--- config.mk ---
export PLATFORM = sky130hd
export DESIGN_NAME = lpm_pin_mux
export DESIGN_NICKNAME = d
export VERILOG_FILES = /design/src/lpm_pkg.sv /design/src/lpm_pin_mux.sv /design/src/lpm_pin_cell.sv
export VERILOG_INCLUDE_DIRS = /design/src
export SDC_FILE = /design/constraint.sdc
export NUM_CORES = 1
export LEC_CHECK = 0
export BUFFER_PORTS_ARGS = -buffer_cell sky130_fd_sc_hd__buf_4
export CAP_MARGIN = 25
export CORE_AREA = 5 5 164 166
export CTS_CLUSTER_SIZE = 30
export DETAILED_ROUTE_END_ITERATION = 6
export DIE_AREA = 0 0 169 171
export PLACE_DENSITY = 0.8
export SLEW_MARGIN = 15
export SYNTH_ARGS = -nofsm -noshare
export SYNTH_HDL_FRONTEND = slang
export SYNTH_SLANG_ARGS = --single-unit
--- constraint.sdc ---
create_clock -name aclk -period 5 [get_ports aclk]
set_clock_uncertainty 0.1 [all_clocks]
set_input_delay 0 -clock aclk [delete_from_list [all_inputs] [get_ports aclk]]
set_output_delay 0 -clock aclk [all_outputs]
set_load 0.01 [all_outputs]
--- src/lpm_cfg.svh ---
/*
  Register indexes, field positions, reset values and bus answers of the
  LCD segment pin function mux. Included by the package and by the top
  module; assumes nothing else is defined under the LPM_ prefix.
*/
// Behaviour
// [RULE_01] port 3 pins 0-3 are GPIO after reset, selectable as backplanes 0-3.
// [RULE_02] port 4 pins 0-1: GPIO default; LCD type 0 gives segments 0-1, else backplanes 4-5.
// [RULE_03] port 5 pins 0-1: GPIO default; type 0/1 gives segments 8-9, type 2/3 backplanes 6-7.
// [RULE_04] P4.2-P4.7 and P5.2-P8.2 become segments only when their own enable bit is 1.
// [RULE_05] P9.0 picks fast GPIO or timer A channel 0 by port 9 select; also segment 35.
// [RULE_06] P9.1 picks fast GPIO or timer A channel 1; serial enable gives serial data.
// [RULE_07] P9.1 can take in an external one second reference pulse.
// [RULE_08] segment 36 pin is a dedicated segment output with no other function.
// [RULE_09] segment 37-39 pins route to measure inputs ANALOG_MEASURE_INPUTS; M1, M2 also to comparator.
// [RULE_10] software turns off segment drive on pins 37-39 before analog use.
// [RULE_11] pin functions decode from current register values, effective on the next clock.
`ifndef LPM_CFG_SVH
`define LPM_CFG_SVH

`define LPM_NPORT_PIN 40
`define LPM_NSEG 40
`define LPM_NBP 8

// register indexes; byte address is four times the index
`define LPM_IDX_LCD_CTRL 14'h2c1e
`define LPM_IDX_PERI_CTRL0 14'h2d00
`define LPM_IDX_PORT9_FS 14'h00ad
`define LPM_IDX_SEG_EN_LO 14'h2c20
`define LPM_IDX_SEG_EN_HI 14'h2c21
`define LPM_IDX_ANA_ROUTE 14'h2c22
`define LPM_IDX_FUNC_STATUS 14'h2c23

`define LPM_LCD_EN_BIT 0
`define LPM_LCD_TYPE_LSB 4
`define LPM_LCD_TYPE_MSB 5
`define LPM_SERIAL_EN_BIT 6
`define LPM_P90_TIMER_BIT 0
`define LPM_P91_TIMER_BIT 1
`define LPM_ANA_MEAS_LSB 0
`define LPM_ANA_CMP_LSB 3

`define LPM_RST_LCD_CTRL 8'h00
`define LPM_RST_PERI_CTRL0 8'h00
`define LPM_RST_PORT9_FS 8'h00
`define LPM_RST_SEG_EN 40'h00_0000_0000
`define LPM_RST_ANA_ROUTE 8'h00

`define LPM_RESP_OKAY 2'h0
`define LPM_RESP_SLVERR 2'h2

`endif

--- src/lpm_pkg.sv ---
/*
  Types shared by the LCD segment pin function mux files.
  Assumes lpm_cfg.svh is on the include path.
*/
package lpm_pkg;
  `include "lpm_cfg.svh"

  typedef logic [`LPM_NPORT_PIN-1:0] lpm_pins_t;
  typedef logic [`LPM_NSEG-1:0] lpm_seg_t;
  typedef logic [`LPM_NBP-1:0] lpm_bp_t;
  typedef logic [15:0] lpm_addr_t;
  typedef logic [31:0] lpm_word_t;

  typedef enum logic [1:0] {
    LPM_FN_GPIO,
    LPM_FN_LCD,
    LPM_FN_TIMER,
    LPM_FN_SERIAL
  } lpm_func_e;

  typedef struct packed {
    logic aw_hold;
    lpm_addr_t aw_addr;
    logic w_hold;
    lpm_word_t w_data;
    logic [3:0] w_strb;
    logic bvalid;
    logic [1:0] bresp;
    logic rvalid;
    lpm_word_t rdata;
    logic [1:0] rresp;
    logic [7:0] lcd_control_register;
    logic [7:0] peripheral_control_zero;
    logic [7:0] port9_function_select;
    lpm_seg_t seg_en;
    logic [7:0] ana_route;
    lpm_pins_t pin_out;
    lpm_pins_t pin_oe;
    lpm_pins_t gpio_in;
    logic p91_out;
    logic p91_oe;
    logic p91_gpio_in;
    logic seg36_out;
    logic [2:0] ana_out;
    logic [2:0] ana_oe;
    logic [2:0] meas_sw;
    logic [1:0] cmp_sw;
    logic tmr0_in;
    logic tmr1_in;
    logic ser_in;
    logic ref_in;
  } lpm_state_s;
endpackage

--- src/lpm_pin_mux.sv ---
/*
  LCD segment pin function mux: AXI4-Lite register file plus the per-pin
  selection between GPIO, LCD segment/backplane, timer A, serial data and
  analog routing. Port pin vector: bits 0-3 are P3.0-P3.3, bit 4+k carries
  segment k (P4.0 .. P9.0 = segment 35). Inputs are synchronous to aclk.
*/
// Register access over AXI4-Lite and the address map are this design's own decisions.
`timescale 1ns/100ps
`include "lpm_cfg.svh"
module lpm_pin_mux (
  input wire logic aclk,
  input wire logic aresetn,
  input wire logic ce,
  input wire lpm_pkg::lpm_addr_t s_axi_awaddr,
  input wire logic s_axi_awvalid,
  output logic s_axi_awready,
  input wire lpm_pkg::lpm_word_t s_axi_wdata,
  input wire logic [3:0] s_axi_wstrb,
  input wire logic s_axi_wvalid,
  output logic s_axi_wready,
  output logic [1:0] s_axi_bresp,
  output logic s_axi_bvalid,
  input wire logic s_axi_bready,
  input wire lpm_pkg::lpm_addr_t s_axi_araddr,
  input wire logic s_axi_arvalid,
  output logic s_axi_arready,
  output lpm_pkg::lpm_word_t s_axi_rdata,
  output logic [1:0] s_axi_rresp,
  output logic s_axi_rvalid,
  input wire logic s_axi_rready,
  input wire lpm_pkg::lpm_pins_t gpio_out,
  input wire lpm_pkg::lpm_pins_t gpio_oe,
  output lpm_pkg::lpm_pins_t gpio_in,
  input wire logic p91_gpio_out,
  input wire logic p91_gpio_oe,
  output logic p91_gpio_in,
  input wire lpm_pkg::lpm_seg_t lcd_segment_lines,
  input wire lpm_pkg::lpm_bp_t lcd_backplane_lines,
  input wire logic timer_a_channel_zero_out,
  input wire logic timer_a_channel_zero_oe,
  output logic timer_a_channel_zero_in,
  input wire logic timer_a_channel_one_out,
  input wire logic timer_a_channel_one_oe,
  output logic timer_a_channel_one_in,
  input wire logic serial_data_out,
  input wire logic serial_data_oe,
  output logic serial_data_in,
  output logic second_reference_pulse_in,
  input wire lpm_pkg::lpm_pins_t port_pin_in,
  output lpm_pkg::lpm_pins_t port_pin_out,
  output lpm_pkg::lpm_pins_t port_pin_oe,
  input wire logic p91_pin_in,
  output logic p91_pin_out,
  output logic p91_pin_oe,
  output logic seg36_pin_out,
  output logic [2:0] analog_pin_out,
  output logic [2:0] analog_pin_oe,
  output logic [2:0] analog_measure_inputs,
  output logic [1:0] analog_comparator_b
);
  import lpm_pkg::*;

  localparam int NPIN = `LPM_NPORT_PIN;
  localparam lpm_state_s RST_STATE = '{
    lcd_control_register: `LPM_RST_LCD_CTRL,
    peripheral_control_zero: `LPM_RST_PERI_CTRL0,
    port9_function_select: `LPM_RST_PORT9_FS,
    seg_en: `LPM_RST_SEG_EN,
    ana_route: `LPM_RST_ANA_ROUTE,
    default: '0
  };

  lpm_state_s st;
  lpm_state_s next_st;

  logic lcd_en;
  logic [1:0] lcd_type_field;
  logic general_serial_enable;
  lpm_pins_t lcd_sel;
  lpm_pins_t lcd_lvl;
  lpm_pins_t alt_sel;
  lpm_pins_t alt_out;
  lpm_pins_t alt_oe;
  lpm_pins_t cell_out;
  lpm_pins_t cell_oe;

  assign lcd_en = st.lcd_control_register[`LPM_LCD_EN_BIT];
  assign lcd_type_field = st.lcd_control_register[`LPM_LCD_TYPE_MSB:`LPM_LCD_TYPE_LSB];
  assign general_serial_enable = st.peripheral_control_zero[`LPM_SERIAL_EN_BIT];

  // per-pin selection, decoded straight from the live register values
  genvar gi;
  generate
    for (gi = 0; gi < NPIN; gi++) begin : g_pin
      if (gi < 4) begin : g_com
        assign lcd_sel[gi] = lcd_en; // RULE_01
        assign lcd_lvl[gi] = lcd_backplane_lines[gi];
      end else if (gi == 4 || gi == 5) begin : g_p4_low
        assign lcd_sel[gi] = lcd_en;
        assign lcd_lvl[gi] = (lcd_type_field == 2'h0) ? lcd_segment_lines[gi-4] : lcd_backplane_lines[gi]; // RULE_02
      end else if (gi == 12 || gi == 13) begin : g_p5_low
        assign lcd_sel[gi] = lcd_en;
        assign lcd_lvl[gi] = (lcd_type_field < 2'h2) ? lcd_segment_lines[gi-4] : lcd_backplane_lines[gi-6]; // RULE_03
      end else begin : g_seg
        assign lcd_sel[gi] = st.seg_en[gi-4]; // RULE_04 RULE_05
        assign lcd_lvl[gi] = lcd_segment_lines[gi-4];
      end
      if (gi == NPIN - 1) begin : g_p90
        assign alt_sel[gi] = st.port9_function_select[`LPM_P90_TIMER_BIT]; // RULE_05
        assign alt_out[gi] = timer_a_channel_zero_out;
        assign alt_oe[gi] = timer_a_channel_zero_oe;
      end else begin : g_noalt
        assign alt_sel[gi] = 1'b0;
        assign alt_out[gi] = 1'b0;
        assign alt_oe[gi] = 1'b0;
      end
      lpm_pin_cell u_cell (
        .gpio_out(gpio_out[gi]),
        .gpio_oe(gpio_oe[gi]),
        .lcd_sel(lcd_sel[gi]),
        .lcd_level(lcd_lvl[gi]),
        .alt_sel(alt_sel[gi]),
        .alt_out(alt_out[gi]),
        .alt_oe(alt_oe[gi]),
        .pin_out(cell_out[gi]),
        .pin_oe(cell_oe[gi])
      );
    end
  endgenerate

  function automatic lpm_word_t merge_strb(input lpm_word_t old, input lpm_word_t data, input logic [3:0] strb);
    lpm_word_t res;
    res = old;
    for (int b = 0; b < 4; b++) begin
      if (strb[b]) begin
        res[b*8 +: 8] = data[b*8 +: 8];
      end
    end
    return res;
  endfunction

  function automatic logic addr_mapped(input lpm_addr_t a);
    logic [13:0] idx;
    idx = a[15:2];
    return (idx == `LPM_IDX_LCD_CTRL) || (idx == `LPM_IDX_PERI_CTRL0) || (idx == `LPM_IDX_PORT9_FS) ||
           (idx == `LPM_IDX_SEG_EN_LO) || (idx == `LPM_IDX_SEG_EN_HI) || (idx == `LPM_IDX_ANA_ROUTE) ||
           (idx == `LPM_IDX_FUNC_STATUS);
  endfunction

  lpm_func_e p90_func;
  lpm_func_e p91_func;

  always_comb begin
    if (st.seg_en[35]) begin
      p90_func = LPM_FN_LCD;
    end else if (st.port9_function_select[`LPM_P90_TIMER_BIT]) begin
      p90_func = LPM_FN_TIMER;
    end else begin
      p90_func = LPM_FN_GPIO;
    end
    if (general_serial_enable) begin
      p91_func = LPM_FN_SERIAL;
    end else if (st.port9_function_select[`LPM_P91_TIMER_BIT]) begin
      p91_func = LPM_FN_TIMER;
    end else begin
      p91_func = LPM_FN_GPIO;
    end
  end

  always_comb begin
    lpm_word_t wmerged;
    lpm_word_t rd;
    wmerged = '0;
    rd = '0;
    next_st = st;
    // write channel: address and data may arrive in either order
    if (s_axi_awvalid && s_axi_awready) begin
      next_st.aw_hold = 1'b1;
      next_st.aw_addr = s_axi_awaddr;
    end
    if (s_axi_wvalid && s_axi_wready) begin
      next_st.w_hold = 1'b1;
      next_st.w_data = s_axi_wdata;
      next_st.w_strb = s_axi_wstrb;
    end
    if (st.aw_hold && st.w_hold) begin
      next_st.aw_hold = 1'b0;
      next_st.w_hold = 1'b0;
      next_st.bvalid = 1'b1;
      next_st.bresp = addr_mapped(st.aw_addr) ? `LPM_RESP_OKAY : `LPM_RESP_SLVERR;
      case (st.aw_addr[15:2])
        `LPM_IDX_LCD_CTRL: begin
          wmerged = merge_strb({24'h000000, st.lcd_control_register}, st.w_data, st.w_strb);
          next_st.lcd_control_register = wmerged[7:0];
        end
        `LPM_IDX_PERI_CTRL0: begin
          wmerged = merge_strb({24'h000000, st.peripheral_control_zero}, st.w_data, st.w_strb);
          next_st.peripheral_control_zero = wmerged[7:0];
        end
        `LPM_IDX_PORT9_FS: begin
          wmerged = merge_strb({24'h000000, st.port9_function_select}, st.w_data, st.w_strb);
          next_st.port9_function_select = wmerged[7:0];
        end
        `LPM_IDX_SEG_EN_LO: begin
          wmerged = merge_strb(st.seg_en[31:0], st.w_data, st.w_strb);
          next_st.seg_en[31:0] = wmerged;
        end
        `LPM_IDX_SEG_EN_HI: begin
          wmerged = merge_strb({24'h000000, st.seg_en[39:32]}, st.w_data, st.w_strb);
          next_st.seg_en[39:32] = wmerged[7:0];
        end
        `LPM_IDX_ANA_ROUTE: begin
          wmerged = merge_strb({24'h000000, st.ana_route}, st.w_data, st.w_strb);
          next_st.ana_route = wmerged[7:0];
        end
        default: begin
          wmerged = '0;
        end
      endcase
    end
    if (st.bvalid && s_axi_bready) begin
      next_st.bvalid = 1'b0;
    end
    // read channel: one read in flight, data captured at acceptance
    if (s_axi_arvalid && s_axi_arready) begin
      case (s_axi_araddr[15:2])
        `LPM_IDX_LCD_CTRL: rd = {24'h000000, st.lcd_control_register};
        `LPM_IDX_PERI_CTRL0: rd = {24'h000000, st.peripheral_control_zero};
        `LPM_IDX_PORT9_FS: rd = {24'h000000, st.port9_function_select};
        `LPM_IDX_SEG_EN_LO: rd = st.seg_en[31:0];
        `LPM_IDX_SEG_EN_HI: rd = {24'h000000, st.seg_en[39:32]};
        `LPM_IDX_ANA_ROUTE: rd = {24'h000000, st.ana_route};
        `LPM_IDX_FUNC_STATUS: rd = {21'h00000, st.cmp_sw, st.meas_sw, 2'h0, p91_func, p90_func};
        default: rd = '0;
      endcase
      next_st.rvalid = 1'b1;
      next_st.rdata = rd;
      next_st.rresp = addr_mapped(s_axi_araddr) ? `LPM_RESP_OKAY : `LPM_RESP_SLVERR;
    end else if (st.rvalid && s_axi_rready) begin
      next_st.rvalid = 1'b0;
    end
    // pin side: registered one clock after the selecting registers
    next_st.pin_out = cell_out; // RULE_11
    next_st.pin_oe = cell_oe;
    next_st.gpio_in = port_pin_in;
    next_st.tmr0_in = port_pin_in[NPIN-1];
    case (p91_func)
      LPM_FN_SERIAL: begin
        next_st.p91_out = serial_data_out; // RULE_06
        next_st.p91_oe = serial_data_oe;
      end
      LPM_FN_TIMER: begin
        next_st.p91_out = timer_a_channel_one_out;
        next_st.p91_oe = timer_a_channel_one_oe;
      end
      default: begin
        next_st.p91_out = p91_gpio_out;
        next_st.p91_oe = p91_gpio_oe;
      end
    endcase
    next_st.p91_gpio_in = p91_pin_in;
    next_st.tmr1_in = p91_pin_in;
    next_st.ser_in = p91_pin_in;
    // the reference pulse is an input only, so it may listen whatever drives
    next_st.ref_in = p91_pin_in; // RULE_07
    next_st.seg36_out = lcd_segment_lines[36]; // RULE_08
    next_st.ana_out = lcd_segment_lines[39:37];
    next_st.ana_oe = st.seg_en[39:37];
    // switches stay open while segment drive is on, guarding the analog front end
    next_st.meas_sw = st.ana_route[`LPM_ANA_MEAS_LSB +: 3] & ~st.seg_en[39:37]; // RULE_09 RULE_10
    next_st.cmp_sw = st.ana_route[`LPM_ANA_CMP_LSB +: 2] & ~st.seg_en[39:38]; // RULE_09 RULE_10
  end

  always_ff @(posedge aclk) begin
    if (!aresetn) begin
      st <= RST_STATE;
    end else if (ce) begin
      st <= next_st;
    end
  end

  assign s_axi_awready = !st.aw_hold && !st.bvalid;
  assign s_axi_wready = !st.w_hold && !st.bvalid;
  assign s_axi_bvalid = st.bvalid;
  assign s_axi_bresp = st.bresp;
  assign s_axi_arready = !st.rvalid;
  assign s_axi_rvalid = st.rvalid;
  assign s_axi_rdata = st.rdata;
  assign s_axi_rresp = st.rresp;
  assign port_pin_out = st.pin_out;
  assign port_pin_oe = st.pin_oe;
  assign gpio_in = st.gpio_in;
  assign p91_pin_out = st.p91_out;
  assign p91_pin_oe = st.p91_oe;
  assign p91_gpio_in = st.p91_gpio_in;
  assign timer_a_channel_zero_in = st.tmr0_in;
  assign timer_a_channel_one_in = st.tmr1_in;
  assign serial_data_in = st.ser_in;
  assign second_reference_pulse_in = st.ref_in;
  assign seg36_pin_out = st.seg36_out;
  assign analog_pin_out = st.ana_out;
  assign analog_pin_oe = st.ana_oe;
  assign analog_measure_inputs = st.meas_sw;
  assign analog_comparator_b = st.cmp_sw;
endmodule

--- src/lpm_pin_cell.sv ---
/*
  One multi-purpose port pin: picks the LCD level, an alternate peripheral
  or the GPIO driver. Purely combinational; the caller registers the result.
*/
`timescale 1ns/100ps
module lpm_pin_cell (
  input wire logic gpio_out,
  input wire logic gpio_oe,
  input wire logic lcd_sel,
  input wire logic lcd_level,
  input wire logic alt_sel,
  input wire logic alt_out,
  input wire logic alt_oe,
  output logic pin_out,
  output logic pin_oe
);
  import lpm_pkg::*;

  // lcd drive wins: an enabled segment must never be fought by a peripheral
  always_comb begin
    if (lcd_sel) begin
      pin_out = lcd_level;
      pin_oe = 1'b1;
    end else if (alt_sel) begin
      pin_out = alt_out;
      pin_oe = alt_oe;
    end else begin
      pin_out = gpio_out;
      pin_oe = gpio_oe;
    end
  end
endmodule

==> results of run 1 <==
power groups by stage:
stage | clock network, mW | registers [mW] | logic (mW)
detailed placement | 0 | 2.55 | 0.563
finish | 2.33 | 2.51 | 0.775
CTS | 2.35 | 2.50 | 0.737
global route | 2.46 | 2.51 | 0.822
floorplan | 0 | 2.53 | 0.336
global placement | 0 | 2.54 | 0.552
worst max-delay path: cells and delay by family:
kind	cells	cell delay (ns)
buf+inv	4	2.55
compound gates	2	0.49
final cells by class:
class / instances / area (um^2) / area share (%)
Sequential cell: 295 / 5910 / 32.0
Timing Repair Buffer: 699 / 5920 / 32.1
Antenna cell: 4 / 10.0 / 0.0542
Inverter: 4 / 22.5 / 0.122
Multi-Input combinational cell: 863 / 5160 / 28.0
Tap cell: 335 / 419 / 2.27
Clock buffer: 40 / 860 / 4.66
Clock inverter: 10 / 159 / 0.861
Yosys cell counts, types with 5 or more instances:
library cell	count
dfxtp_1	295
nor2_1	219
buf_4	170
mux2i_1	147
nand2_1	142
a21oi_1	120
clkbuf_1	79
o21ai_0	60
a22oi_1	41
a211oi_1	37
a22o_1	9
nand2b_1	8
o22ai_1	8
nand3b_1	7
mux4_2	6
nand3_1	5
metal layers:
metal	up-vias	global-route usage, %	part of all wire, %
met4	2	14.2	4.9
met3	170	7.49	8.9
met5	-	0	0.042
li1	5632	-	-
met1	5964	34.8	37
met2	710	53.5	49
cell usage in the layout (no fill, tap or decap), types with 9 or more instances in the layout:
cell type	netlist	routed
a211oi_1	37	37
a21oi_1	120	120
a22o_1	9	9
a22oi_1	41	41
buf_4	170	433
clkbuf_16	0	31
dfxtp_1	295	295
dlygate4sd3_1	0	265
mux2i_1	147	147
nand2_1	142	142
nor2_1	219	219
o21ai_0	60	60
metrics by stage:
step | worst slack [ns] | instances | utilization (%) | area (um^2)
after floorplan | 2.70 | 1415 | - | 12700
after global placement | 2.23 | 1931 | 58.0 | 14800
after detailed placement | 2.16 | 1931 | 58.0 | 14800
after CTS | 2.21 | 2246 | 72.4 | 18400
after global routing | 2.03 | 2249 | 72.5 | 18500
final | 2.14 | 2250 | 72.5 | 18500
logic make-up after synthesis:
family                 Yosys count
AO/OA/AOI/OAI                  279
buffers and inverters          257
flip-flops                     295
multiplexers                   153
other                            1
AND/OR/NAND/NOR                429
final timing paths:
kind	startpoint	end	slack, ns	cells past startpoint
worst max-delay path	ce	port_pin_oe[32]	2.14	6
worst min register to register	st[266]	st[266]	0.35	2
worst min-delay path	ce	st[285]	0.03	4
worst max register to register	st[290]	lcd_sel[19]	2.25	5
sequential cells by signal (all words and copies together), names as in the netlist:
register / count
st: 84
gpio_in: 40
port_pin_oe: 40
port_pin_out: 40
lcd_sel: 32
s_axi_rdata: 32
analog_measure_inputs: 3
analog_pin_oe: 3
analog_pin_out: 3
next_st: 3
analog_comparator_b: 2
lcd_type_field: 2
alt_sel: 1
general_serial_enable: 1
lcd_en: 1
p91_pin_oe: 1
p91_pin_out: 1
s_axi_bresp: 1
s_axi_bvalid: 1
s_axi_rresp: 1
s_axi_rvalid: 1
second_reference_pulse_in: 1
seg36_pin_out: 1
==> results.cfg, run 1 <==
[synth]
synth_top_family_by_area = simple AND/OR/NAND/NOR gates
ys.warnings.count = 0
synth_ff_type = dfxtp_1
syn-instance-count = 1414
synth_compound_area_share_pct = 13.0
synthMuxAreaShare_pct = 12.7
synth_cell_type_count = 49
synth_fa_ha_area_share_pct = 0
ys_ff_latch = 295
synth_xor_area_share_pct = 0
synth-edff-count = 0
syn-cell-area_um2 = 12700
synth.top_cells.by_area = dfxtp_1, mux2i_1, buf_4
async_reset_ff_share_pct = 0
syn_avg_cell_area_um2 = 8.95
seq_area_frac_synth_pct = 46.7
yosys.area.top_type = dfxtp_1
yosys.area_share.simple_pct = 14.9
synth.top_cell.area_share_pct = 46.7

[final_layout]
area.growth.synth_to_final_pct = 45.9
drive_gt1_share_pct = 26.3
layout.nets = 2146
fill_cells = 1610

[job]
max_cap_viol_count = 0

[timing]
layout_min_cycle_time_ns = 2.86
rsz0062_at_grt = false
relSlewSlack_pct = 31.3
holdWs_ns = 0.0253
tns_ns = 0
clock.fmax_mhz = 350
slew_viol_final = 0
finalHoldViolations = 0
setup_viol = 0
worst_pin_slew_ns = 1.03
post-route-period-util_pct = 57.1

[clock_network]
clock_sinks = 295
cts.path.max_buffers = 3
root_buffer = clkbuf_16
postCtsHoldBufs = 265
clkLatencyLatePin_ns = 0.54
post-cts-setup-buffers = 0
cts_max_level = 1
cts_made_buffers = 30
clk_pin_slew_ns = 0.06
cts_tree = built
cts_resized = 0

[critical_path]
crit_top_cell = buf_4
critPathMaxFanout = 77
path_class = in -> reg
max_stage_delay_ns = 0.83
critPathSlowestCell = buf_4
crit_chain = clkbuf_8 -> buf_4 -> buf_4 -> o21ai_0 -> a21oi_1 -> dlygate4sd3_1
arrival_ns = 3.24
cp.required_ns = 5.38
cp-end-kind = register
critPathLaunchType = primary input

[pwr]
vdd_ir_drop_max_mv = 0.366
power.clock.fraction_pct = 41.5
pwr_density_cell_nw_per_um2 = 304
p_sw_share_pct = 23.8
p_sw_mw = 1.33
p_int_mw = 4.27
p_seq_share_pct = 44.7
p_comb_share_pct = 13.8
total_power_mw = 5.61
p_leak_nw = 8.05

[global_routing]
grt_pass1_wl_um = 70600
grt_overflow = 0
first_global_vias = 12800
grtUsageTotal_pct = 30.4
grt_max_degree = 166
grt_antenna_before_repair = 4

[route]
viasPerCell = 5.55
wl_per_cell_um = 21.0
first_pass_iters = 5
drc_errors = 0
via_count = 12500
routed_wl_um = 47200
drt_iter0_drc = 1024
postRouteAntennaNets = 0

[min_path]
hold_path.class = in -> reg

[floorplanning]
die-area_um2 = 28900
ioPinCount = 433
core_um2 = 25500
die_h_um = 171
die_w_um = 169
start_util_pct = 49.7
fp-row-count = 59

[placed_design]
gp_congestion = 0.891
dpl.hpwl_um = 26900
port_buffers = 426

[status]
run_status = complete, no violations
(Power assumes the default switching activity.)
==> inputs of run 2 (changes only) <==
--- a/config.mk
+++ b/config.mk
@@ -6,12 +6,14 @@
 export SDC_FILE = /design/constraint.sdc
 export NUM_CORES = 1
 export LEC_CHECK = 0
+export ABC_AREA = 1
 export BUFFER_PORTS_ARGS = -buffer_cell sky130_fd_sc_hd__buf_4
 export CAP_MARGIN = 25
-export CORE_AREA = 5 5 164 166
+export CORE_ASPECT_RATIO = 1.4
+export CORE_MARGIN = 5
+export CORE_UTILIZATION = 51
 export CTS_CLUSTER_SIZE = 30
 export DETAILED_ROUTE_END_ITERATION = 6
-export DIE_AREA = 0 0 169 171
 export PLACE_DENSITY = 0.8
 export SLEW_MARGIN = 15
 export SYNTH_ARGS = -nofsm -noshare
==> constraint.sdc (replaced) <==
create_clock -name aclk -period 2.97 [get_ports aclk]
set_clock_uncertainty 0.1 [all_clocks]
set_input_delay 0 -clock aclk [delete_from_list [all_inputs] [get_ports aclk]]
set_output_delay 0 -clock aclk [all_outputs]
set_load 0.01 [all_outputs]
==> run 2 against run 1 <==
- synthesized cell count increased by 27%
- non-clock buffer count decreased by 8
- global-route usage increased by 0.63 points
- synthesized area increased by 6.0%
- cell count increased by 16%
- worst setup slack got worse by 1.9 ns
- die area increased by 2.8%
- via count increased by 13%
- critical path depth increased by 5
- core utilization increased by 0.28 points
- critical endpoint is now s_axi_rresp[1]
- largest power group unchanged
==> results.cfg, run 2 <==
[status]
run_status = complete, no violations

[final_layout]
final_common_cell = buf_4
fill_cells = 1723
area.growth.synth_to_final_pct = 41.1
top_register = st
final_cell_count_no_fill = 2606
mostFrequentLayoutCells = buf_4, nor2_1, dfxtp_1
layout.nets = 2512
drive_gt1_share_pct = 23.6
largest_register_ffs = 84

[critical_path]
critPathLaunchType = primary input
cp-end-kind = register
critPathSlowestCell = dlygate4sd3_1
max_stage_delay_ns = 0.60
arrival_ns = 3.07
crit_chain = dlygate4sd3_1 -> buf_4 -> nor2_2 -> dlygate4sd3_1 -> inv_1 -> nor3_1 -> dlygate4sd3_1 -> nor2_1 -> dlygate4sd3_1 -> nand2_1 -> a21oi_1
cp.required_ns = 3.27
critPathMaxFanout = 4
crit_top_cell = dlygate4sd3_1
path_class = in -> reg

[floorplanning]
fp-row-count = 70
core_um2 = 26000
die_w_um = 147
die-area_um2 = 29700
ioPinCount = 433
start_util_pct = 51.6
die_h_um = 202

[timing]
setup_viol = 0
finalHoldViolations = 0
layout_min_cycle_time_ns = 2.76
slew_viol_final = 0
tns_ns = 0
relSlewSlack_pct = 31.4
rsz0062_at_grt = false
clock.fmax_mhz = 362
worst_pin_slew_ns = 1.03
post-route-period-util_pct = 93.0
holdWs_ns = 0.0315

[placed_design]
placed_cells = 2299
gp_congestion = 0.891
dpl.hpwl_um = 29200
port_buffers = 426

[pwr]
p_sw_share_pct = 24.6
vdd_ir_drop_max_mv = 0.511
p_seq_share_pct = 45.8
p_leak_nw = 8.65
power.clock.fraction_pct = 39.2
p_comb_share_pct = 15.0
p_sw_mw = 2.28
total_power_mw = 9.28
pwr_density_cell_nw_per_um2 = 490
p_int_mw = 7.00

[synth]
synth_cell_type_count = 39
synth.top_cells.by_area = dfxtp_1, buf_4, nor2_1
ys_ff_latch = 295
yosysMostFrequentCell = nor2_1
syn_avg_cell_area_um2 = 7.47
syn-cell-area_um2 = 13400
synth_ff_type = dfxtp_1
yosys.area.top_type = dfxtp_1
async_reset_ff_share_pct = 0
seq_area_frac_synth_pct = 44.0
synth-edff-count = 0
ys.warnings.count = 0
syn-instance-count = 1796
synth.top_cell.area_share_pct = 44.0
yosys-top-cells-count = nor2_1, dfxtp_1, buf_4, nand2_1, o21ai_0

[min_path]
hold_path.class = in -> reg

[clock_network]
cts_tree = built
clk_pin_slew_ns = 0.07
root_buffer = clkbuf_16
cts_made_buffers = 28
cts_max_level = 1
cts.path.max_buffers = 3
clkLatencyLatePin_ns = 0.53
clock_sinks = 295
post-cts-setup-buffers = 0

[route]
viasPerCell = 5.42
via_count = 14100
postRouteAntennaNets = 0
routed_wl_um = 48600
drc_errors = 0
wl_per_cell_um = 18.7
drt_iter0_drc = 1132
first_pass_iters = 5

[job]
max_cap_viol_count = 0

[global_routing]
first_global_vias = 14300
grt_pass1_wl_um = 75800
grt_antenna_before_repair = 4
grtUsageTotal_pct = 31.0
grt_max_degree = 250
grt_overflow = 0
run 2: cell count changes after synthesis, moves of 29 or more:
cell | before | now
nand3_1 | 5 | 95
nor3_1 | 4 | 48
nor2_1 | 219 | 331
mux2i_1 | 147 | 0
o21ai_0 | 60 | 149
o21ai_1 | 0 | 72
a211oi_1 | 37 | 3
nand2_1 | 142 | 171
o211ai_1 | 0 | 65
inv_1 | 3 | 140
a22oi_1 | 41 | 1
run 2: critical path: cells and delay by family:
kind,cells,cell delay (ns)
buffers and inverters,6,2.49
and+or+nand+nor,4,0.51
AOI/OAI and AO/OA,1,0.06
run 2: cells by family (layout without fill, tap and decap cells):
family | Yosys count | in the layout | share of synthesized area [%]
and+or+nand+nor | 701 | 701 | 23.3
AOI/OAI and AO/OA | 390 | 390 | 15.9
buffers and inverters | 409 | 891 | 16.8
other | 1 | 5 | 0.0280
DFF | 295 | 295 | 44.0
run 2: per-layer routing:
| layer | up-vias | share of wire (%) | wire length, um | global-route usage, % |
|---|---|---|---|---|
| met1 | 6573 | 37 | 17900 | 35.6 |
| met4 | 4 | 5.1 | 2480 | 14.3 |
| li1 | 6600 | - | - | - |
| met5 | - | 0.056 | 27 | 0 |
| met2 | 793 | 50 | 24400 | 55.6 |
| met3 | 167 | 7.9 | 3840 | 5.61 |
run 2: per-stage QoR:
stage	util, %	setup WS [ns]	instance area (um^2)
finish	72.8	0.207	18900
global route	72.7	0.131	18900
CTS	72.7	0.360	18900
detailed placement	59.4	1.03	15400
global placement	59.4	1.10	15400
floorplan	-	1.49	13400
run 2: cell type report:
| class | instances | area (um^2) | share of cell area [%] |
|---|---|---|---|
| multi-input combinational | 1093 | 5270 | 27.8 |
| inverter | 150 | 566 | 2.99 |
| sequential | 295 | 5910 | 31.2 |
| antenna | 3 | 7.51 | 0.0397 |
| clock inverter | 6 | 80.1 | 0.423 |
| timing repair buffer | 691 | 5840 | 30.9 |
| clock buffer | 44 | 852 | 4.50 |
| tap | 324 | 405 | 2.14 |
run 2: repair_timing:
action | in CTS | in global routing
hold endpoints to repair | 201 | 0
hold buffers | 254 | 0
resized for setup | 0 | 0
run 2: path summary, 6_finish.rpt:
kind	slack [ns]	from	cells past startpoint	endpoint
max	0.21	s_axi_araddr[8]	11	s_axi_rresp[1]
min	0.03	s_axi_araddr[3]	9	s_axi_rdata[9]
max reg2reg	0.38	lcd_en	7	port_pin_out[13]
min reg2reg	0.37	s_axi_rdata[25]	2	s_axi_rdata[25]
run 2: power groups by stage:
stage / clock [mW] / combinational, mW / sequential [mW]
CTS: 3.67 / 1.33 / 4.24
finish: 3.64 / 1.39 / 4.25
global placement: 0 / 1.03 / 4.32
global route: 3.85 / 1.49 / 4.26
detailed placement: 0 / 1.05 / 4.32
floorplan: 0 / 0.646 / 4.30
==> inputs of run 3 (changes only) <==
--- a/config.mk
+++ b/config.mk
@@ -11,10 +11,11 @@
 export CAP_MARGIN = 25
 export CORE_ASPECT_RATIO = 1.4
 export CORE_MARGIN = 5
-export CORE_UTILIZATION = 51
+export CORE_UTILIZATION = 46
 export CTS_CLUSTER_SIZE = 30
 export DETAILED_ROUTE_END_ITERATION = 6
-export PLACE_DENSITY = 0.8
+export PLACE_DENSITY = 0.76
+export SKIP_LAST_GASP = 1
 export SLEW_MARGIN = 15
 export SYNTH_ARGS = -nofsm -noshare
 export SYNTH_HDL_FRONTEND = slang
==> constraint.sdc (replaced) <==
create_clock -name aclk -period 2.4 [get_ports aclk]
set_clock_uncertainty 0.1 [all_clocks]
set_input_delay 0 -clock aclk [delete_from_list [all_inputs] [get_ports aclk]]
set_output_delay 0 -clock aclk [all_outputs]
set_load 0.01 [all_outputs]
==> run 3 against run 2 <==
- global-route usage decreased by 2.1 points
- core utilization is 5.3 points lower
- worst setup slack worse by 0.086 ns
- first-iteration DRC count decreased by 12%
- total power grew 28%
- sequential power increased by 24%
- routed wire length is 2.1% higher
- critical endpoint is now s_axi_rdata[8]
- largest power group unchanged
- highest routed layer unchanged
==> results.cfg, run 3 (synthesis results as in run 2) <==
[critical_path]
ff2ff_setup_slack_ns = 0.22
critPathMaxFanout = 23
reg2reg_from = s_axi_bvalid
critPathLaunchType = primary input
cp-end-kind = register
path_class = in -> reg
rr_worst_depth = 6
cp.required_ns = 2.78
r2r-end = st[271]
arrival_ns = 2.66

[min_path]
hold_path.class = in -> reg
hold_start = ce
min_path_cells = 4
min_to = st[249]

[timing]
rsz0062_at_grt = true
tns_ns = 0
slew_viol_final = 0
relSlewSlack_pct = 34.6
setup_viol = 0
worst_pin_slew_ns = 0.982
fin_ws_ns = 0.121
finalHoldViolations = 0
clock.fmax_mhz = 439
post-route-period-util_pct = 95.0
layout_min_cycle_time_ns = 2.28

[global_routing]
grt_pass1_wl_um = 77500
grt_max_degree = 104
first_global_vias = 14700
grtUsageTotal_pct = 28.9
grt_overflow = 0
grt_antenna_before_repair = 4

[route]
drc_errors = 0
wl_per_cell_um = 18.3
drt_iter0_drc = 999
drt-met1-wl_um = 18400
route.met3.wl_um = 3600
routed_wl_um = 49600
viasPerCell = 5.30
via_count = 14400
postRouteAntennaNets = 0
wl_met2_um = 25000
dr.max_layer_used = met5
first_pass_iters = 6

[floorplanning]
start_util_pct = 46.3
die-area_um2 = 32700
ioPinCount = 433
die_h_um = 212
die_w_um = 154
core_um2 = 29000
fp-row-count = 74

[final_layout]
fill_cells = 2099
largest_register_ffs = 84
register_area_um2 = 5910
final_cell_count_no_fill = 2707
utilization_pct = 67.4
final_common_cell = buf_4
drive_gt1_share_pct = 23.6
top_register = st
stdcell_area_um2 = 19500
area.growth.synth_to_final_pct = 45.7
multi_input_area_um2 = 5280
mostFrequentLayoutCells = buf_4, nor2_1, dfxtp_1
layout.nets = 2556

[clock_network]
cts_max_level = 1
cts_tree = built
clock_sinks = 295
clk_pin_slew_ns = 0.07
cts_made_buffers = 28
cts.path.max_buffers = 3
root_buffer = clkbuf_16
clkLatencyLatePin_ns = 0.55
post-cts-setup-buffers = 0

[pwr]
p_leak_nw = 8.89
p_seq_share_pct = 44.2
p_sw_share_pct = 24.5
vdd_ir_drop_max_mv = 0.618
power.clock.fraction_pct = 40.7
p_sw_mw = 2.91
pwr_density_cell_nw_per_um2 = 608
p_comb_share_pct = 15.1
p_int_mw = 8.98

[placed_design]
placed_cells = 2359
placed_cell_area_um2 = 15600
dpl.hpwl_um = 29900
port_buffers = 426
gp_congestion = 0.925
dp_slack_ns = 0.559

[job]
max_cap_viol_count = 0

[status]
run_status = complete, no violations
## run 3: changes by cell type in the layout (fill, tap and decap cells not counted), sizes merged
cell,previous run,this run
dlygate4sd3,254,294
bufinv,2,3
diode,3,2
clkinv,7,6
clkbuf,44,45
inv,147,148
buf,437,441
## run 3: worst max path at each step
| stage | from | to | slack [ns] |
|---|---|---|---|
| 6_report | s_axi_araddr[4] | s_axi_rdata[8] | 0.12 |
| 5_1_grt | s_axi_araddr[4] | s_axi_rdata[8] | -0.02 |
| 4_1_cts | s_axi_araddr[4] | s_axi_rdata[9] | 0.15 |
| 3_5_place_dp | s_axi_bvalid | st[267] | 0.56 |
| 3_3_place_gp | s_axi_bvalid | st[276] | 0.59 |
| 2_1_floorplan | st[294] | lcd_sel[36] | 0.92 |
## run 3: cell type report
type	instances	area share, %
diodes	2	0.0256
multi-input cells	1093	27.0
clock inverters	7	0.583
inverters	150	2.90
well taps	380	2.43
repair buffers	735	32.2
clock buffers	45	4.64
flip-flops and latches	295	30.2
## run 3: power by group through the flow
stage	Clock (mW)	Combinational, mW	Sequential, mW
final	4.83	1.79	5.26
after CTS	4.89	1.72	5.24
after floorplan	0	0.800	5.32
after global routing	5.10	1.92	5.28
after detailed placement	0	1.31	5.35
after global placement	0	1.28	5.34
## run 3: per-layer routing
layer  up-vias  GRT usage, %
met5         -             0
met1      6713          33.3
li1       6694             -
met2       746          51.8
met4         4          14.0
met3       193          5.11
## run 3: timing repair
item,4_1_cts,5_1_grt
gates resized for setup,0,2
hold buffers,294,0
hold endpoints to repair,255,0
setup endpoints to repair,0,7
## run 3: through the flow
step / power, mW / hold slack, ns
floorplan: 6.12 / 0.0112
global placement: 6.63 / 0.110
detailed placement: 6.66 / 0.109
CTS: 11.8 / 0.00284
global route: 12.3 / 0.0392
finish: 11.9 / 0.0359
## run 3: critical path, cell delays in order
cell	delay [ns]
dlygate4sd3_1	0.55
buf_4	0.15
nor2_2	0.16
dlygate4sd3_1	0.62
nand2_2	0.11
nor2_4	0.24
nand2_1	0.22
inv_4	0.28
nand2_1	0.08
nand2_1	0.06
nand2_1	0.05
a21oi_1	0.13
